<file path="src/rtl/dmd_map.vh">
// Constants for the dual-modulus divider control block
//
// Notes on behaviour
// - Load, count down, count up, reload forever
// - Modulus high while down, low while up
// - Negative modulus line complements the positive
// - One compare pulse per reload event
// - Compare pulse retimed to prescaler edge
// - Division: down times low, plus up times high
// - Twelve-bit counter, load range 3 to 4095
// - Up limit eight bits, zero means 256
// - Overflow forces last down count high ratio
// - Gain eight, shift two, ratio four bits
// - Compensation scales with accumulator value
// - Speed-up boosts by two to shift plus one
// - Speed-up integrator compensation times ratio
// - Integrator pumps only during speed-up
// - Compensation gate has fixed clock-timed width
// - Pump up/down last as long as error
// - Speed-up follows the load strobe only
// - Fraction modulus five or eight cycles
// - Accumulator adds numerator, overflows on reaching modulus
`ifndef DMD_MAP_VH
`define DMD_MAP_VH

// ----------------------------------------------------------------
// Widths
// ----------------------------------------------------------------
`define DMD_CNT_W        12
`define DMD_UPL_W        8
`define DMD_GAIN_W       8
`define DMD_SHIFT_W      2
`define DMD_RATIO_W      4
`define DMD_ACC_W        3

// ----------------------------------------------------------------
// Limits and moduli
// ----------------------------------------------------------------
`define DMD_N1_MIN       12'h003
`define DMD_UPL_ZERO_VAL 9'h100
`define DMD_MOD_FIVE     4'h5
`define DMD_MOD_EIGHT    4'h8

// ----------------------------------------------------------------
// Timing
// ----------------------------------------------------------------
`define DMD_CLK_MHZ      125
`define DMD_COMP_GATE_NS 200
`define DMD_COMP_GATE_CYC ((`DMD_COMP_GATE_NS * `DMD_CLK_MHZ + 999) / 1000)

`endif

</file>
<file path="src/rtl/dmd_divider.v">
// Dual-modulus programmable divider with fractional insertion and pump scaling
`timescale 1ns/1ps
`include "dmd_map.vh"

module dmd_divider
#(
  parameter CNT_W      = `DMD_CNT_W,
  parameter GATE_CYC   = `DMD_COMP_GATE_CYC
)
(
  input  wire             CLK,
  input  wire             RESETN,
  input  wire             PRESCALER_CLK_IN,
  input  wire             SYNTH_LOAD_STROBE,
  input  wire             REF_PULSE,
  input  wire [CNT_W-1:0] DOWN_COUNT_LOAD,
  input  wire [7:0]       UP_COUNT_LIMIT,
  input  wire             FRAC_MODE,
  input  wire             FRAC_MODULO_SEL,
  input  wire [2:0]       FRAC_NUMERATOR,
  input  wire [7:0]       PUMP_GAIN_CODE,
  input  wire [1:0]       SPEEDUP_SHIFT,
  input  wire [3:0]       INTEG_RATIO,
  output reg              MODULUS_CTRL_POS,
  output reg              MODULUS_CTRL_NEG,
  output reg              COMPARE_PULSE,
  output reg  [2:0]       FRAC_PHASE_SUM,
  output reg              COMP_GATE_PULSE,
  output reg              PUMP_UP,
  output reg              PUMP_DOWN,
  output reg              SPEEDUP_ACTIVE,
  output reg  [11:0]      PROP_PUMP_OUT,
  output reg  [15:0]      INTEG_PUMP_OUT,
  output reg  [6:0]       COMP_PUMP_OUT,
  output reg  [10:0]      INTEG_COMP_OUT
);

  localparam [1:0] ST_DOWN = 2'b01;
  localparam [1:0] ST_UP   = 2'b10;

  // ----------------------------------------------------------------
  // Helpers
  // ----------------------------------------------------------------
  // Multiplies a code by 2^(shift+1) when speed-up is active
  function [11:0] boost;
    input [7:0] val;
    input       en;
    input [1:0] shift;
    begin
      if (en)
        boost = {4'h0, val} << ({1'b0, shift} + 3'h1);
      else
        boost = {4'h0, val};
    end
  endfunction

  // Three-stage synchronisers; a level is accepted only when bits 1 and 2 agree
  function agree;
    input a;
    input b;
    begin
      agree = (a == b);
    end
  endfunction

  // ----------------------------------------------------------------
  // Pin synchronisers
  // ----------------------------------------------------------------
  reg [2:0] pclk_sync_reg;
  reg       pclk_lvl_reg;
  reg [2:0] strb_sync_reg;
  reg       strb_lvl_reg;
  wire      pclk_edge;

  always @(posedge CLK or negedge RESETN)
  begin
    if (!RESETN)
    begin
      pclk_sync_reg <= 3'h0;
      pclk_lvl_reg  <= 1'b0;
      strb_sync_reg <= 3'h0;
      strb_lvl_reg  <= 1'b0;
    end
    else
    begin
      pclk_sync_reg <= {pclk_sync_reg[1:0], PRESCALER_CLK_IN};
      strb_sync_reg <= {strb_sync_reg[1:0], SYNTH_LOAD_STROBE};
      if (agree(pclk_sync_reg[1], pclk_sync_reg[2]))
        pclk_lvl_reg <= pclk_sync_reg[2];
      if (agree(strb_sync_reg[1], strb_sync_reg[2]))
        strb_lvl_reg <= strb_sync_reg[2];
    end
  end

  // Counter advances on each accepted rising edge of the prescaler output
  assign pclk_edge = pclk_sync_reg[2] & ~pclk_lvl_reg & pclk_sync_reg[1];

  // ----------------------------------------------------------------
  // Parameter hold, captured while the load strobe stands
  // ----------------------------------------------------------------
  reg [CNT_W-1:0] n1_reg;
  reg [7:0]       n2_reg;
  reg [2:0]       nf_reg;
  reg [7:0]       gain_reg;
  reg [1:0]       shift_reg;
  reg [3:0]       ratio_reg;
  wire [CNT_W-1:0] n1_min;

  assign n1_min = `DMD_N1_MIN;

  always @(posedge CLK or negedge RESETN)
  begin
    if (!RESETN)
    begin
      n1_reg    <= `DMD_N1_MIN;
      n2_reg    <= 8'h01;
      nf_reg    <= 3'h0;
      gain_reg  <= 8'h00;
      shift_reg <= 2'h0;
      ratio_reg <= 4'h0;
    end
    else if (strb_lvl_reg)
    begin
      // Loads below the floor would leave no time to sequence
      n1_reg    <= (DOWN_COUNT_LOAD < n1_min) ? n1_min : DOWN_COUNT_LOAD;
      n2_reg    <= UP_COUNT_LIMIT;
      nf_reg    <= FRAC_NUMERATOR;
      gain_reg  <= PUMP_GAIN_CODE;
      shift_reg <= SPEEDUP_SHIFT;
      ratio_reg <= INTEG_RATIO;
    end
  end

  // ----------------------------------------------------------------
  // Up/down counter and modulus control
  // ----------------------------------------------------------------
  reg [1:0]       state_reg;
  reg [1:0]       state_next;
  reg [CNT_W-1:0] cnt_reg;
  reg [CNT_W-1:0] cnt_next;
  reg             reload;
  reg             mod_next;
  reg             ovf_pend_reg;
  wire [8:0]      up_lim;

  assign up_lim = (n2_reg == 8'h00) ? `DMD_UPL_ZERO_VAL : {1'b0, n2_reg};

  always @*
  begin
    state_next = state_reg;
    cnt_next   = cnt_reg;
    reload     = 1'b0;
    if (pclk_edge)
    begin
      case (state_reg)
        ST_DOWN:
        begin
          if (cnt_reg <= {{(CNT_W-1){1'b0}}, 1'b1})
          begin
            state_next = ST_UP;
            cnt_next   = {CNT_W{1'b0}};
          end
          else
            cnt_next = cnt_reg - {{(CNT_W-1){1'b0}}, 1'b1};
        end
        ST_UP:
        begin
          if ({{(CNT_W-9){1'b0}}, up_lim} <= cnt_reg + {{(CNT_W-1){1'b0}}, 1'b1})
          begin
            state_next = ST_DOWN;
            cnt_next   = n1_reg;
            reload     = 1'b1;
          end
          else
            cnt_next = cnt_reg + {{(CNT_W-1){1'b0}}, 1'b1};
        end
        default:
        begin
          state_next = ST_DOWN;
          cnt_next   = n1_reg;
          reload     = 1'b1;
        end
      endcase
    end
    // Low ratio while counting down, high while counting up
    mod_next = (state_next == ST_DOWN);
    // Last down count borrows the high ratio after an overflow
    if (state_next == ST_DOWN && cnt_next == {{(CNT_W-1){1'b0}}, 1'b1} && ovf_pend_reg && FRAC_MODE)
      mod_next = 1'b0;
  end

  always @(posedge CLK or negedge RESETN)
  begin
    if (!RESETN)
    begin
      state_reg        <= ST_DOWN;
      cnt_reg          <= `DMD_N1_MIN;
      MODULUS_CTRL_POS <= 1'b1;
      MODULUS_CTRL_NEG <= 1'b0;
      COMPARE_PULSE    <= 1'b0;
    end
    else
    begin
      state_reg        <= state_next;
      cnt_reg          <= cnt_next;
      // Registered a few system clocks after the prescaler edge
      MODULUS_CTRL_POS <= mod_next;
      MODULUS_CTRL_NEG <= ~mod_next;
      // One system-clock pulse tied to the edge that caused the reload
      COMPARE_PULSE    <= reload;
    end
  end

  // ----------------------------------------------------------------
  // Fractional accumulator, stepped once per comparison cycle
  // ----------------------------------------------------------------
  reg [2:0] acc_reg;
  reg [2:0] acc_next;
  reg       ovf_next;
  reg [3:0] sum;
  wire [3:0] modulus;

  assign modulus = FRAC_MODULO_SEL ? `DMD_MOD_EIGHT : `DMD_MOD_FIVE;

  always @*
  begin
    sum      = {1'b0, acc_reg} + {1'b0, nf_reg};
    ovf_next = 1'b0;
    if (sum >= modulus)
    begin
      sum      = sum - modulus;
      ovf_next = 1'b1;
    end
    acc_next = sum[2:0];
    // Zero numerator clears the accumulator; coarse eighths drop low bits
    if (nf_reg == 3'h0)
      acc_next = 3'h0;
    else if (FRAC_MODULO_SEL && nf_reg[1:0] == 2'b00)
      acc_next = {sum[2], 2'b00};
    else if (FRAC_MODULO_SEL && nf_reg[0] == 1'b0)
      acc_next = {sum[2:1], 1'b0};
  end

  always @(posedge CLK or negedge RESETN)
  begin
    if (!RESETN)
    begin
      acc_reg        <= 3'h0;
      ovf_pend_reg   <= 1'b0;
      FRAC_PHASE_SUM <= 3'h0;
    end
    else if (reload && FRAC_MODE)
    begin
      acc_reg        <= acc_next;
      ovf_pend_reg   <= ovf_next;
      FRAC_PHASE_SUM <= acc_next;
    end
    else if (!FRAC_MODE)
    begin
      acc_reg        <= 3'h0;
      ovf_pend_reg   <= 1'b0;
      FRAC_PHASE_SUM <= 3'h0;
    end
  end

  // ----------------------------------------------------------------
  // Compensation gate, fixed width from the system clock
  // ----------------------------------------------------------------
  reg [15:0] gate_cnt_reg;

  always @(posedge CLK or negedge RESETN)
  begin
    if (!RESETN)
    begin
      gate_cnt_reg    <= 16'h0000;
      COMP_GATE_PULSE <= 1'b0;
    end
    else if (COMPARE_PULSE && FRAC_MODE && FRAC_PHASE_SUM != 3'h0)
    begin
      gate_cnt_reg    <= GATE_CYC[15:0] - 16'h0001;
      COMP_GATE_PULSE <= 1'b1;
    end
    else if (gate_cnt_reg != 16'h0000)
      gate_cnt_reg <= gate_cnt_reg - 16'h0001;
    else
      COMP_GATE_PULSE <= 1'b0;
  end

  // ----------------------------------------------------------------
  // Phase detector: error pulses last as long as the phase gap
  // ----------------------------------------------------------------
  always @(posedge CLK or negedge RESETN)
  begin
    if (!RESETN)
    begin
      PUMP_UP   <= 1'b0;
      PUMP_DOWN <= 1'b0;
    end
    else
    begin
      // The lagging edge clears the leading pump without raising its own, so both are never high together
      PUMP_UP   <= (PUMP_UP | REF_PULSE) & ~(PUMP_DOWN | COMPARE_PULSE);
      PUMP_DOWN <= (PUMP_DOWN | COMPARE_PULSE) & ~(PUMP_UP | REF_PULSE);
    end
  end

  // ----------------------------------------------------------------
  // Pump scaling codes
  // ----------------------------------------------------------------
  wire [11:0] prop_next = boost(gain_reg, strb_lvl_reg, shift_reg);
  wire [11:0] comp_next = boost({5'h00, FRAC_PHASE_SUM}, strb_lvl_reg, shift_reg);

  always @(posedge CLK or negedge RESETN)
  begin
    if (!RESETN)
    begin
      SPEEDUP_ACTIVE <= 1'b0;
      PROP_PUMP_OUT  <= 12'h000;
      INTEG_PUMP_OUT <= 16'h0000;
      COMP_PUMP_OUT  <= 7'h00;
      INTEG_COMP_OUT <= 11'h000;
    end
    else
    begin
      // Speed-up lasts exactly as long as the load strobe
      SPEEDUP_ACTIVE <= strb_lvl_reg;
      PROP_PUMP_OUT  <= prop_next;
      COMP_PUMP_OUT  <= FRAC_MODE ? comp_next[6:0] : 7'h00;
      INTEG_PUMP_OUT <= strb_lvl_reg ? {4'h0, prop_next} * {12'h000, ratio_reg} : 16'h0000;
      INTEG_COMP_OUT <= (strb_lvl_reg && FRAC_MODE) ? comp_next[6:0] * ratio_reg : 11'h000;
    end
  end

endmodule // dmd_divider

</file>
<file path="config.mk">
export PLATFORM = sky130hd
export DESIGN_NAME = dmd_divider
export DESIGN_NICKNAME = d
export VERILOG_FILES = /design/src/rtl/dmd_divider.v
export VERILOG_INCLUDE_DIRS = /design/src /design/src/rtl
export SDC_FILE = /design/constraint.sdc
export NUM_CORES = 1
export LEC_CHECK = 0
export BUFFER_PORTS_ARGS = -buffer_cell sky130_fd_sc_hd__buf_2
export CELL_PAD_IN_SITES_DETAIL_PLACEMENT = 1
export CELL_PAD_IN_SITES_GLOBAL_PLACEMENT = 1
export CORE_AREA = 4 4 145 147
export CTS_CLUSTER_DIAMETER = 40
export CTS_CLUSTER_SIZE = 25
export DETAILED_ROUTE_END_ITERATION = 10
export DIE_AREA = 0 0 149 151
export PLACE_DENSITY_LB_ADDON = 0.2
export SETUP_SLACK_MARGIN = 0.02
export SYNTH_ARGS = -nofsm -noshare
export SYNTH_HDL_FRONTEND = slang
export SYNTH_SLANG_ARGS = --single-unit
</file>
<file path="constraint.sdc">
create_clock -name CLK -period 12.7 [get_ports CLK]
set_clock_uncertainty 0.05 [all_clocks]
set_input_delay 0.635 -clock CLK [delete_from_list [all_inputs] [get_ports CLK]]
set_output_delay 0.635 -clock CLK [all_outputs]
set_load 0.005 [all_outputs]
</file>
# Word level (Yosys, flattened, before mapping)
# Cells that the tools add are included.
[op_classes]
addsub = 6
multipliers = 2
div_mod_pow = 0
n_lt_le_gt_ge = 4
n_eq_ne = 8
shift = 2
n_mux = 33
n_bitwise = 11
n_reduce_logical = 15
[ops]
columns = ["op", "count"]
rows = [
  ["12-bit two-way mux", 5],
  ["16-bit two-way mux", 3],
  ["12-bit case mux with 2 select lines", 1],
  ["12-bit by 4-bit multiplier with 16-bit output", 1],
  ["16-bit nonzero test", 1],
  ["16-bit by 1-bit subtractor with 16-bit output, second input constant", 1],
  ["7-bit two-way mux", 2],
  ["12-bit by 1-bit adder with 12-bit output, second input constant", 1],
  ["12-bit by 1-bit equality test with 1-bit output, second input constant", 1],
  ["12-bit by 1-bit less-or-equal comparator with 1-bit output, second input constant", 1],
  ["9-bit by 12-bit less-or-equal comparator with 1-bit output", 1],
  ["12-bit by 2-bit < comparator with 1-bit output, second input constant", 1],
  ["3-bit two-way mux", 4],
  ["8-bit by 3-bit << shifter with 12-bit output", 1],
  ["12-bit by 1-bit subtractor with 12-bit output, second input constant", 1],
  ["7-bit by 4-bit multiplier with 11-bit output", 1],
  ["11-bit two-way mux", 1],
  ["1-bit logical AND", 9],
  ["1-bit two-way mux", 9],
  ["9-bit two-way mux", 1],
  ["8-bit logical NOT", 1],
  ["2-bit two-way mux", 4],
  ["3-bit by 3-bit << shifter with 7-bit output", 1],
  ["1-bit inverter", 5],
  ["other kinds (18)", 24],
]
[word_totals]
register_bits = 132
latch_bits = 0
ram_bits = 0
mem_bits_ro = 0
in_bits = 44
output_inout_bits = 56
mem_count = 0

# Logic depth before layout (Yosys ltp)
# Gate-level depths: netlist of run 1.
[depth]
ltp_word = 12
depth_mapped = 20

# Worst setup path after synthesis of run 1
# Ideal clock, no wire load.
[synth_path]
path_kind = "register to register"
startpoint = "register shift_reg[0]"
endpoint = "register INTEG_PUMP_OUT[14]"
setup_ns = 0.079
arrival_ns = 4.420
setup_slack_ns = 8.151
stages_incl_launch_ff = 19
path_buffers = 1
cell_sequence = "dfrtp_1 > ha_1 > clkbuf_1 > a31oi_1 > o21ai_0 > nand2_1 > fa_1 > inv_1 > fa_1 > ha_1 > nor2b_1 > o21ai_0 > a21boi_0 > o21ai_0 > a21boi_0 > o21ai_0 > a21oi_1 > o41ai_1 > mux2i_1"
[synth_via]
elab_chain_cells = 5
[synth_rtl]
columns = ["element", "line", "source"]
rows = [
  ["start: declaration", "dmd_divider.v:105", "reg [1:0] shift_reg;"],
  ["start signal: assignment", "dmd_divider.v:119", "shift_reg <= 2'h0;"],
  ["start signal: assignment", "dmd_divider.v:129", "shift_reg <= SPEEDUP_SHIFT;"],
  ["2-bit by 1-bit adder with 3-bit output", "dmd_divider.v:51", "boost = {4'h0, val} << ({1'b0, shift} + 3'h1);"],
  ["8-bit by 3-bit << shifter with 12-bit output", "dmd_divider.v:51", ""],
  ["12-bit two-way mux", "dmd_divider.v:50", "if (en)"],
  ["named net prop_next[2]", "dmd_divider.v:310", "wire [11:0] prop_next = boost(gain_reg, strb_lvl_reg, shift_reg);"],
  ["12-bit by 4-bit multiplier with 16-bit output", "dmd_divider.v:329", "INTEG_PUMP_OUT <= strb_lvl_reg ? {4'h0, prop_next} * {12'h000, ratio_reg} : 16'h0000;"],
  ["16-bit two-way mux", "dmd_divider.v:329", ""],
  ["end signal: assignment", "dmd_divider.v:329", ""],
  ["end: declaration", "dmd_divider.v:33", "output reg [15:0] INTEG_PUMP_OUT,"],
]
# The timed path passes the listed nets, and every way through them passes these cells.
# A chain may end at the register's enable or synchronous reset.

# Worst setup path after layout of run 1
# Ends and elaborated chain as after synthesis.

==> out/results.md, run 1 <==
• **outcome** finished, final reports clean
• **Worst Path Class, Setup** reg2reg
• **critical path arrival** 6.08 ns
• **number of antenna cells inserted** 0
• **port bufs** 99
• **critical path startpoint category** flip-flop
• **Tightest Pin Transition** 0.853 ns
• **number of buffers created by CTS** 17
• **Clock power frac** 0.300
• **global-route usage over all layers** 0.217
• **mapped cell area** 8730 µm²
• **Vias/cell** 5.52
• **combinational cell fraction of total power** 0.368
• **most frequent cells after synthesis** dfrtp_1, nand2_1, inv_1, nor2_1, ha_1
• **Post-Syn Area per Cell** 9.74 µm²
• **critical-path cell with the highest stage delay** ha_1
• **first-pass GRT wire length** 38700 µm
• **clock tree from TritonCTS** built
• **CTS clk-pin slew, worst paths** 0.06 ns
• **final-stage net count** 1104
• **Final Hold Vio Count** 0
• **final count of negative-setup-slack endpoints** 0
• **num ports** 100
• **largest family of logic cells by synthesized area** simple AND/OR/NAND/NOR gates
• **Max Fclk** 173 MHz
• **antenna violations before repair** 0
• **depth of the CTS H-tree** 4
• **root buffer cell** clkbuf_16
• **clk buf depth** 2
• **fraction of layout cells with a size suffix above 1** 0.205
• **internal power of the cells** 1.18 mW
• **Netlist cell types** 85
• **area delta synth->final** 14.7%
• **sequential-to-total area share from yosys stat** 0.379
• **class of the tightest hold or removal check** in2async
• **most frequently used cell type in the post-synthesis netlist** dfrtp_1
• **number of resized instances in the post-cts repair step** 0
• **Worst Path Required** 13.00 ns
• **Detailed Route Iter0 Violations** 334
• **via count of the first global-routing pass** 7445
• **cell type with the largest total area after synthesis** dfrtp_1
• **count of hold-fix buffers inserted at cts** 0
• **Crit path buffers/inverters** 1
• **Total Neg Setup Slack** 0 ns
• **stage delay of the slowest cell on the critical path** 0.86 ns
• **post-synthesis mux area share** 0.0629
• **top cell type's share of synthesized area** 0.358
• **global route overflow** 0
• **count of buffers added by post-CTS timing repair for setup** 0
• **routability congestion estimate** 0.852
• **number of iterations in the first detailed-routing pass** 5
• **Warnings, synthesis** 0
• **Max-Slew Margin vs Limit** 0.432
• **adder-cell share of the synthesized area** 0.155
• **Max IR drop VDD** 0.106 mV
• **power per cell area** 187 nW/µm²
• **TritonCTS Sinks** 132
• **number of standard cells in the layout, taps in and fillers out** 1255
• **area fraction in compound gates after synthesis** 0.125
• **Final period util** 0.455
• **hpwl dp** 16800 µm
• **post-route DRC violation count** 0
• **top_reg_cell synth** dfrtp_1
• **later-pin clock latency in the skew report** 0.42 ns
• **height of the die** 151 µm
• **effective utilization at floorplan** 0.438
• **total leakage power** 4.79 nW
• **Post-synth EDFFs** 0
• **Die W** 149 µm
• **Switching Fraction** 0.372
• **Site Rows** 52
• **antenna violation net count after detailed routing** 0
• **Async S/R FF share, synth** 1.00
• **nature of the critical path endpoint** flip-flop
• **net count after synthesis** 1028
• **number of maximum-capacitance violations** 0
• **area share of and/or/nand/nor cells after synthesis** 0.186
• **top cells by area, synth** dfrtp_1, ha_1, fa_1, mux2_2, nand2_1
• **total core area** 19900 µm²
• **Top delay family on crit path** adder cells
• **Period minus WS final** 5.78 ns
• **worst path cell trace** ha_1, a31oi_1, o21ai_0, nand2_1, fa_1, inv_1, fa_1, ha_1, nor2b_1, o21ai_0, a21boi_0, o21ai_0, a21boi_0, o21ai_0, a21oi_1, o41ai_1, mux2i_1
• **xor/xnor share of the synthesized area** 0.0351
• **Flop pwr share** 0.333
• **pin count of the biggest net entering global routing** 68
• **placed cells** 1223
• **routed wire length per instance** 18.6 µm
• **RSZ-0062 raised after global routing** false
• **maximum fanout along the worst path** 21
• **number of register bits inferred by synthesis** 132
• **overall routed net length** 23400 µm
• **cell count after synthesis** 896
• **CP most frequent cell** o21ai_0
• **die area** 22500 µm²
• **Max Transition Viols Final** 0
• **Psw** 696 µW
• **via count** 6927
final cells by class:
cell class | count | area [µm²]
Sequential cell | 132 | 3310
Clock buffer | 19 | 433
Inverter | 69 | 259
Clock inverter | 13 | 229
Multi-Input combinational cell | 651 | 4920
Tap cell | 270 | 338
Fill cell | 2316 | 9900
Timing Repair Buffer | 101 | 517
placed cells by master (no fill, tap or decap), types with 6 or more instances in the layout:
cell type and count:
buf_2 98, clkbuf_16 17, dfrtp_1 124, o21ai_0 30, nor2b_1 12, dfstp_2 7, o22ai_1 6, xor2_1 16
fa_1 31, nor3_1 33, a21oi_1 32, nand2b_1 8, o21a_1 8, bufinv_16 6, ha_1 57, or3_1 6
nand3_1 19, nor2_1 62, nand2_1 101, mux2_2 36, and3_1 16, nor4_1 9, and2_1 29, mux2i_1 13
inv_1 68, xnor2_1 19, a21o_1 12
stage by stage:
step	total power [mW]	hold slack [ns]	area [µm²]	utilization	setup slack (ns)
floorplan	1.11	0.281	8730	-	8.15
global placement	1.29	0.285	9350	0.470	7.16
detailed placement	1.31	0.289	9350	0.470	7.02
CTS	1.89	0.169	10000	0.503	6.97
global route	2.01	0.185	10000	0.503	6.39
finish	1.87	0.133	10000	0.503	6.92
logic make-up (layout without fill, tap and decap cells):
group | after synthesis | after routing
xor+xnor | 35 | 35
buf+inv | 113 | 202
simple gates | 326 | 326
compound gates | 150 | 150
fa+ha+maj | 90 | 90
flops | 132 | 132
mux | 50 | 50
layer usage:
metal | part of all wire | track usage | routed length, µm
met4 | 0.023 | 0.0723 | 541
met3 | 0.028 | 0.0359 | 648
met1 | 0.45 | 0.280 | 10400
met5 | 0 | 0 | 0
met2 | 0.50 | 0.372 | 11800
worst paths after layout:
path | slack, ns | cells past startpoint | startpoint | to
setup / recovery | 6.92 | 17 | shift_reg[0] | INTEG_PUMP_OUT[14]
setup reg to reg | 6.92 | 17 | shift_reg[0] | INTEG_PUMP_OUT[14]
max in group asynchronous | 11.18 | 2 | RESETN | gain_reg[7]
hold reg to reg | 0.30 | 0 | strb_sync_reg[0] | strb_sync_reg[1]
hold / removal | 0.13 | 1 | RESETN | n1_reg[6]
min in group CLK | 0.28 | 1 | SYNTH_LOAD_STROBE | strb_sync_reg[0]
power by group through the flow:
stage          Clock, mW  Combinational, mW  Sequential [mW]
2_1_floorplan          0              0.535            0.577
3_3_place_gp           0              0.661            0.626
3_5_place_dp           0              0.683            0.626
4_1_cts            0.573              0.696            0.621
5_1_grt            0.593              0.781            0.636
6_report           0.561              0.689            0.623
worst reg2reg max path, cell delays in order, from the launching register on:
cell	delay, ns
dfrtp_1	0.64
ha_1	0.87
a31oi_1	0.21
o21ai_0	0.48
nand2_1	0.18
fa_1	0.56
inv_1	0.06
fa_1	0.49
ha_1	0.33
nor2b_1	0.15
o21ai_0	0.22
a21boi_0	0.16
o21ai_0	0.23
a21boi_0	0.15
o21ai_0	0.25
a21oi_1	0.14
o41ai_1	0.33
mux2i_1	0.22
Note: power is estimated with default switching activity, not from simulation.
==> run 2: changes to the inputs <==
--- a/config.mk
+++ b/config.mk
@@ -9,11 +9,11 @@
 export BUFFER_PORTS_ARGS = -buffer_cell sky130_fd_sc_hd__buf_2
 export CELL_PAD_IN_SITES_DETAIL_PLACEMENT = 1
 export CELL_PAD_IN_SITES_GLOBAL_PLACEMENT = 1
-export CORE_AREA = 4 4 145 147
+export CORE_AREA = 4 4 150 152
 export CTS_CLUSTER_DIAMETER = 40
 export CTS_CLUSTER_SIZE = 25
 export DETAILED_ROUTE_END_ITERATION = 10
-export DIE_AREA = 0 0 149 151
+export DIE_AREA = 0 0 154 156
 export PLACE_DENSITY_LB_ADDON = 0.2
 export SETUP_SLACK_MARGIN = 0.02
 export SYNTH_ARGS = -nofsm -noshare
==> constraint.sdc (replaced) <==
create_clock -name CLK -period 5 [get_ports CLK]
set_clock_uncertainty 0.05 [all_clocks]
set_input_delay 0.25 -clock CLK [delete_from_list [all_inputs] [get_ports CLK]]
set_output_delay 0.25 -clock CLK [all_outputs]
set_load 0.005 [all_outputs]
==> run 2 against run 1 <==
Against the previous run:
- via count grew 0.35%
- total power grew 150%
- largest cell class unchanged
- highest routed layer unchanged
- sequential power grew 150%
- largest power group unchanged
- clock power grew 120%
- critical endpoint is now INTEG_PUMP_OUT[15]
==> out/results.md, run 2 (synthesis gave the netlist of run 1 again) <==
• **filler instances** 2416, +4.3%
• **clk buf depth** 2, unchanged
• **routed wire length per instance** 18.2 µm, -2.0%
• **routability congestion estimate** 0.887, +4.1%
• **CTS clk-pin slew, worst paths** 0.06 ns, about the same
• **total leakage power** 4.93 nW, +3.1%
• **TritonCTS Sinks** 132, unchanged
• **Max IR drop VDD** 0.222 mV, +110%
• **overall routed net length** 23700 µm, +1.3%
• **Worst Path Class, Setup** reg2reg
• **Detailed Route Iter0 Violations** 272, -19%
• **Vias/cell** 5.36, -3.0%
• **number of maximum-capacitance violations** 0, unchanged
• **later-pin clock latency in the skew report** 0.43 ns, about the same
• **power per cell area** 450 nW/µm², +140%
• **total core area** 21000 µm², +5.6%
• **fraction of layout cells with a size suffix above 1** 0.223, +0.0178
• **final-stage net count** 1142, +3.4%
• **WL met2** 12100 µm, +2.7%
• **number of antenna cells inserted** 0, unchanged
• **Final period util** 0.917, +0.462
• **final count of negative-setup-slack endpoints** 0, unchanged
• **nature of the critical path endpoint** flip-flop
• **first-pass GRT wire length** 39900 µm, +3.1%
• **Worst Path Required** 5.26 ns, -7.74 ns
• **pin count of the biggest net entering global routing** 96, +41%
• **metal3 WL** 670 µm, +3.4%
• **commonest cells after routing, fill and taps aside** dfrtp_1, nand2_1, buf_2
• **maximum fanout along the worst path** 6, -71%
• **post-route total power** 4.63 mW, +150%
• **via count** 6951, +0.35%
• **Max Transition Viols Final** 0, unchanged
• **antenna violations before repair** 0, unchanged
• **Final Hold Vio Count** 0, unchanged
• **height of the die** 156 µm, +3.3%
• **number of buffers created by CTS** 17, unchanged
• **hpwl dp** 17600 µm, +4.5%
• **antenna violation net count after detailed routing** 0, unchanged
• **port bufs** 99, unchanged
• **commonest non-fill, non-tap cell in the layout** dfrtp_1
• **post-route DRC violation count** 0, unchanged
• **area used by sequential logic in the layout** 3310 µm², unchanged
• **number of iterations in the first detailed-routing pass** 4, -1
• **Top Layer Used** met4
• **Site Rows** 53, +1.9%
• **clock tree from TritonCTS** built
• **depth of the CTS H-tree** 4, unchanged
• **Max Fclk** 218 MHz, +26%
• **critical path arrival** 4.84 ns, -1.24 ns
• **global-route usage over all layers** 0.205, -0.0114
• **Max-Slew Margin vs Limit** 0.406, -0.0251
• **Period minus WS final** 4.58 ns, -1.19 ns
• **outcome** finished, final reports clean
• **Total Neg Setup Slack** 0 ns, unchanged
• **RSZ-0062 raised after global routing** true
• **critical path startpoint category** flip-flop
• **root buffer cell** clkbuf_16
• **num ports** 100, unchanged
• **area delta synth->final** 17.8%
• **Met1 Wirelength** 10600 µm, +1.9%
• **Tightest Pin Transition** 0.890 ns, +0.0376 ns
• **class of the tightest hold or removal check** in2reg
• **area of the multi-input gates** 4940 µm², +0.43%
• **via count of the first global-routing pass** 7573, +1.7%
• **effective utilization at floorplan** 0.415, -0.0232
• **global route overflow** 0, unchanged
• **die area** 24000 µm², +6.8%
• **Die W** 154 µm, +3.4%
[run 2: cell types whose count changed in the layout (fill, tap and decap cells not counted), sizes merged]
cell         delta
buf            +23
clkinvlp        +1
clkbuf          +4
dlygate4sd3    +15
inv             -1
bufinv          -4
[run 2: per-stage QoR]
stage                     utilization  std cells  hold WS (ns)  setup slack, ns  instance area (µm²)
after floorplan                     -        896       -0.0956            0.451                 8730
after global placement          0.453       1251         0.300            0.301                 9530
after detailed placement        0.453       1251         0.291            0.160                 9530
after CTS                       0.488       1298       0.00114            0.133                10300
after global routing            0.489       1298       0.00498           0.0163                10300
final                           0.489       1298        0.0183            0.417                10300
[run 2: worst max-delay path, cell delays in order (launching register included)]
cell and delay [ns]:
dfrtp_1 0.38, ha_1 0.36, buf_4 0.19, mux2_2 0.23, nand2_1 0.06, o21a_1 0.11, a21oi_1 0.42, nand2_1 0.15
fa_1 0.56, inv_1 0.06, fa_1 0.48, ha_1 0.37, nand3_1 0.12, o2111a_1 0.29, o41ai_2 0.39, xnor2_1 0.18
nor2_1 0.06
[run 2: metal layers]
| metal | GRT usage | vias up |
|---|---|---|
| li1 | - | 3314 |
| met3 | 0.0386 | 23 |
| met4 | 0.0547 | 0 |
| met1 | 0.263 | 3512 |
| met2 | 0.358 | 102 |
| met5 | 0 | - |
[run 2: final timing paths]
check | from | endpoint | slack [ns] | depth (start not counted)
max | shift_reg[0] | INTEG_PUMP_OUT[15] | 0.42 | 16
min | SPEEDUP_SHIFT[0] | shift_reg[0] | 0.02 | 2
max reg2reg | shift_reg[0] | INTEG_PUMP_OUT[15] | 0.42 | 16
min reg2reg | strb_sync_reg[0] | strb_sync_reg[1] | 0.32 | 0
max in group asynchronous | RESETN | cnt_reg[0] | 3.36 | 3
min in group asynchronous | RESETN | INTEG_COMP_OUT[8] | 0.46 | 2
[run 2: cell type report]
cell class                 count  share of cell area
clock buffer                  23              0.0465
clock inverter                 9              0.0101
inverter                      69              0.0252
multi-input combinational    651               0.481
sequential                   132               0.322
tap                          275              0.0335
timing repair buffer         139              0.0817
[run 2: where the power goes]
| part | internal (mW) | switching [mW] | leakage, nW | total (mW) |
|---|---|---|---|---|
| clock network | 0.772 | 0.485 | 0.283 | 1.26 |
| logic | 0.784 | 1.04 | 3.03 | 1.83 |
| registers | 1.31 | 0.231 | 1.62 | 1.54 |
| total | 2.87 | 1.76 | 4.93 | 4.63 |
[run 2: timing repair]
item                                    CTS  global route
setup buffers                             0             0
gates resized for setup                   0             8
endpoints found under the setup margin    0             6
hold endpoints to repair                107             0
hold buffers                             15             0
==> run 3: changes to the inputs <==
--- a/config.mk
+++ b/config.mk
@@ -14,7 +14,7 @@
 export CTS_CLUSTER_SIZE = 25
 export DETAILED_ROUTE_END_ITERATION = 10
 export DIE_AREA = 0 0 154 156
-export PLACE_DENSITY_LB_ADDON = 0.2
+export PLACE_DENSITY = 0.76
 export SETUP_SLACK_MARGIN = 0.02
 export SYNTH_ARGS = -nofsm -noshare
 export SYNTH_HDL_FRONTEND = slang
==> run 3 against run 2 <==
Against the previous run:
- fmax shrank 2.6%
- cell area grew 0.62%
- first-iteration DRC count grew 21%
- setup slack lost 0.12 ns
- sequential share of layout area shrank 0.20 points
- sequential power is essentially flat
- critical path depth grew 1
- die area is the same
- register-to-register slack lost 0.12 ns
- clock power grew 8%
- wire length is essentially flat
- total power grew 2.7%
- critical endpoint is now INTEG_PUMP_OUT[14]
- largest power group unchanged
==> out/results.md, run 3 (synthesis gave the netlist of run 1 again) <==
• **outcome** finished, final reports clean
• **number of maximum-capacitance violations** 0, unchanged
• **fraction of layout cells with a size suffix above 1** 0.224, +0.000978
• **first-pass GRT wire length** 39300 µm, -1.3%
• **Period minus WS final** 4.70 ns, +0.120 ns
• **die area** 24000 µm², unchanged
• **class of the tightest hold or removal check** in2reg
• **Detailed Route Iter0 Violations** 328, +21%
• **routed wire length per instance** 18.2 µm, -0.21%
• **global-route usage over all layers** 0.201, -0.00467
• **maximum fanout along the worst path** 13, +7
• **total leakage power** 4.97 nW, +0.68%
• **Top delay family on crit path** adder cells
• **worst path cell trace** ha_1, buf_4, nor2_1, a21oi_1, a21oi_1, nand2_1, fa_1, inv_1, fa_1, ha_1, a21boi_1, o21ai_0, a21boi_0, o21ai_1, a21oi_2, o41ai_2, mux2i_1
• **CTS clk-pin slew, worst paths** 0.06 ns, about the same
• **Max Fclk** 213 MHz, -2.6%
• **worst hold slack across all endpoints** 0.00332 ns, -0.0149 ns
• **height of the die** 156 µm, unchanged
• **Max-Slew Margin vs Limit** 0.342, -0.0643
• **number of buffers created by CTS** 17, unchanged
• **nature of the critical path endpoint** flip-flop
• **port bufs** 99, unchanged
• **Final period util** 0.941, +0.0241
• **Final Hold Vio Count** 0, unchanged
• **antenna violation net count after detailed routing** 0, unchanged
• **Tightest Pin Transition** 0.987 ns, +0.0964 ns
• **total core area** 21000 µm², unchanged
• **critical path startpoint category** flip-flop
• **Max IR drop VDD** 0.283 mV, +28%
• **antenna violations before repair** 2, +2
• **depth of the CTS H-tree** 4, unchanged
• **Die W** 154 µm, unchanged
• **clk buf depth** 2, unchanged
• **Crit path buffers/inverters** 2, unchanged
• **count of buffers added by post-CTS timing repair for setup** 0, unchanged
• **Worst Path Class, Setup** reg2reg
• **RSZ-0062 raised after global routing** true
• **number of iterations in the first detailed-routing pass** 5, +1
• **via count** 6985, +0.49%
• **num ports** 100, unchanged
• **overall routed net length** 23700 µm, about the same
• **area delta synth->final** 18.5%
• **final count of negative-setup-slack endpoints** 0, unchanged
• **TritonCTS Sinks** 132, unchanged
• **final-stage net count** 1142, unchanged
• **final core area utilization** 0.492, +0.00304
• **root buffer cell** clkbuf_16
• **clock tree from TritonCTS** built
• **power per cell area** 459 nW/µm², +2.1%
• **Max Transition Viols Final** 0, unchanged
• **critical-path cell with the highest stage delay** fa_1
• **effective utilization at floorplan** 0.415, unchanged
• **pin count of the biggest net entering global routing** 103, +7.3%
• **hpwl dp** 17500 µm, -0.53%
• **internal reg-to-reg setup slack** 0.30 ns, -0.12 ns
• **global route overflow** 0, unchanged
• **stage delay of the slowest cell on the critical path** 0.53 ns, -0.03 ns
• **critical path arrival** 5.01 ns, +0.17 ns
• **Vias/cell** 5.37, +0.33%
• **commonest non-fill, non-tap cell in the layout** dfrtp_1
• **Worst Path Required** 5.30 ns, +0.04 ns
• **via count of the first global-routing pass** 7601, +0.37%
• **later-pin clock latency in the skew report** 0.43 ns, about the same
• **commonest cells after routing, fill and taps aside** dfrtp_1, nand2_1, buf_2
• **routability congestion estimate** 0.873, -1.6%
• **post-route DRC violation count** 0, unchanged
• **Site Rows** 53, unchanged
-- run 3: power breakdown --
| group | switching (mW) | leakage, nW | internal (mW) |
|---|---|---|---|
| logic | 1.06 | 3.04 | 0.787 |
| registers | 0.234 | 1.62 | 1.31 |
| clock network | 0.519 | 0.301 | 0.841 |
-- run 3: per-layer routing --
layer | routed length (µm) | track usage
met4 | 412 | 0.0652
met1 | 10700 | 0.260
met2 | 11900 | 0.344
met5 | 0 | 0
met3 | 615 | 0.0338
-- run 3: per-stage QoR --
stage,TNS (ns),setup slack [ns],power (mW),cell area (µm²),instances
after global routing,-0.000362,-0.000362,5.10,10300,1300
final,0,0.297,4.75,10300,1300
after detailed placement,0,0.155,3.37,9520,1250
after global placement,0,0.319,3.31,9520,1250
after CTS,0,0.119,4.77,10300,1298
after floorplan,0,0.451,2.82,8730,896
-- run 3: final cells by class --
type	instances	area (µm²)
sequential	132	3310
clock inverter	14	201
fill	2397	10700
timing repair buffer	139	846
multi-input combinational	651	4950
antenna	2	5.00
inverter	69	259
tap	275	344
clock buffer	18	429
-- run 3: worst paths after layout --
path,startpoint,endpoint,cells past startpoint
max,shift_reg[0],INTEG_PUMP_OUT[14],17
min,PUMP_GAIN_CODE[1],gain_reg[1],3
max reg2reg,shift_reg[0],INTEG_PUMP_OUT[14],17
min reg2reg,pclk_sync_reg[0],pclk_sync_reg[1],0
max in group asynchronous,RESETN,INTEG_PUMP_OUT[13],3
min in group asynchronous,RESETN,gate_cnt_reg[2],2
-- run 3: worst reg2reg max path, stage by stage, from the launching register on --
cell and delay (ns):
dfrtp_1 0.39, ha_1 0.41, buf_4 0.23, nor2_1 0.11, a21oi_1 0.08, a21oi_1 0.41
nand2_1 0.15, fa_1 0.53, inv_1 0.06, fa_1 0.48, ha_1 0.33, a21boi_1 0.15
o21ai_0 0.20, a21boi_0 0.15, o21ai_1 0.25, a21oi_2 0.12, o41ai_2 0.29, mux2i_1 0.22
-- run 3: repair_timing --
action                                  in CTS  in global routing
hold buffers                                16                  0
resized for setup                            0                  8
endpoints found under the setup margin       0                  4
hold endpoints to repair                   109                  0
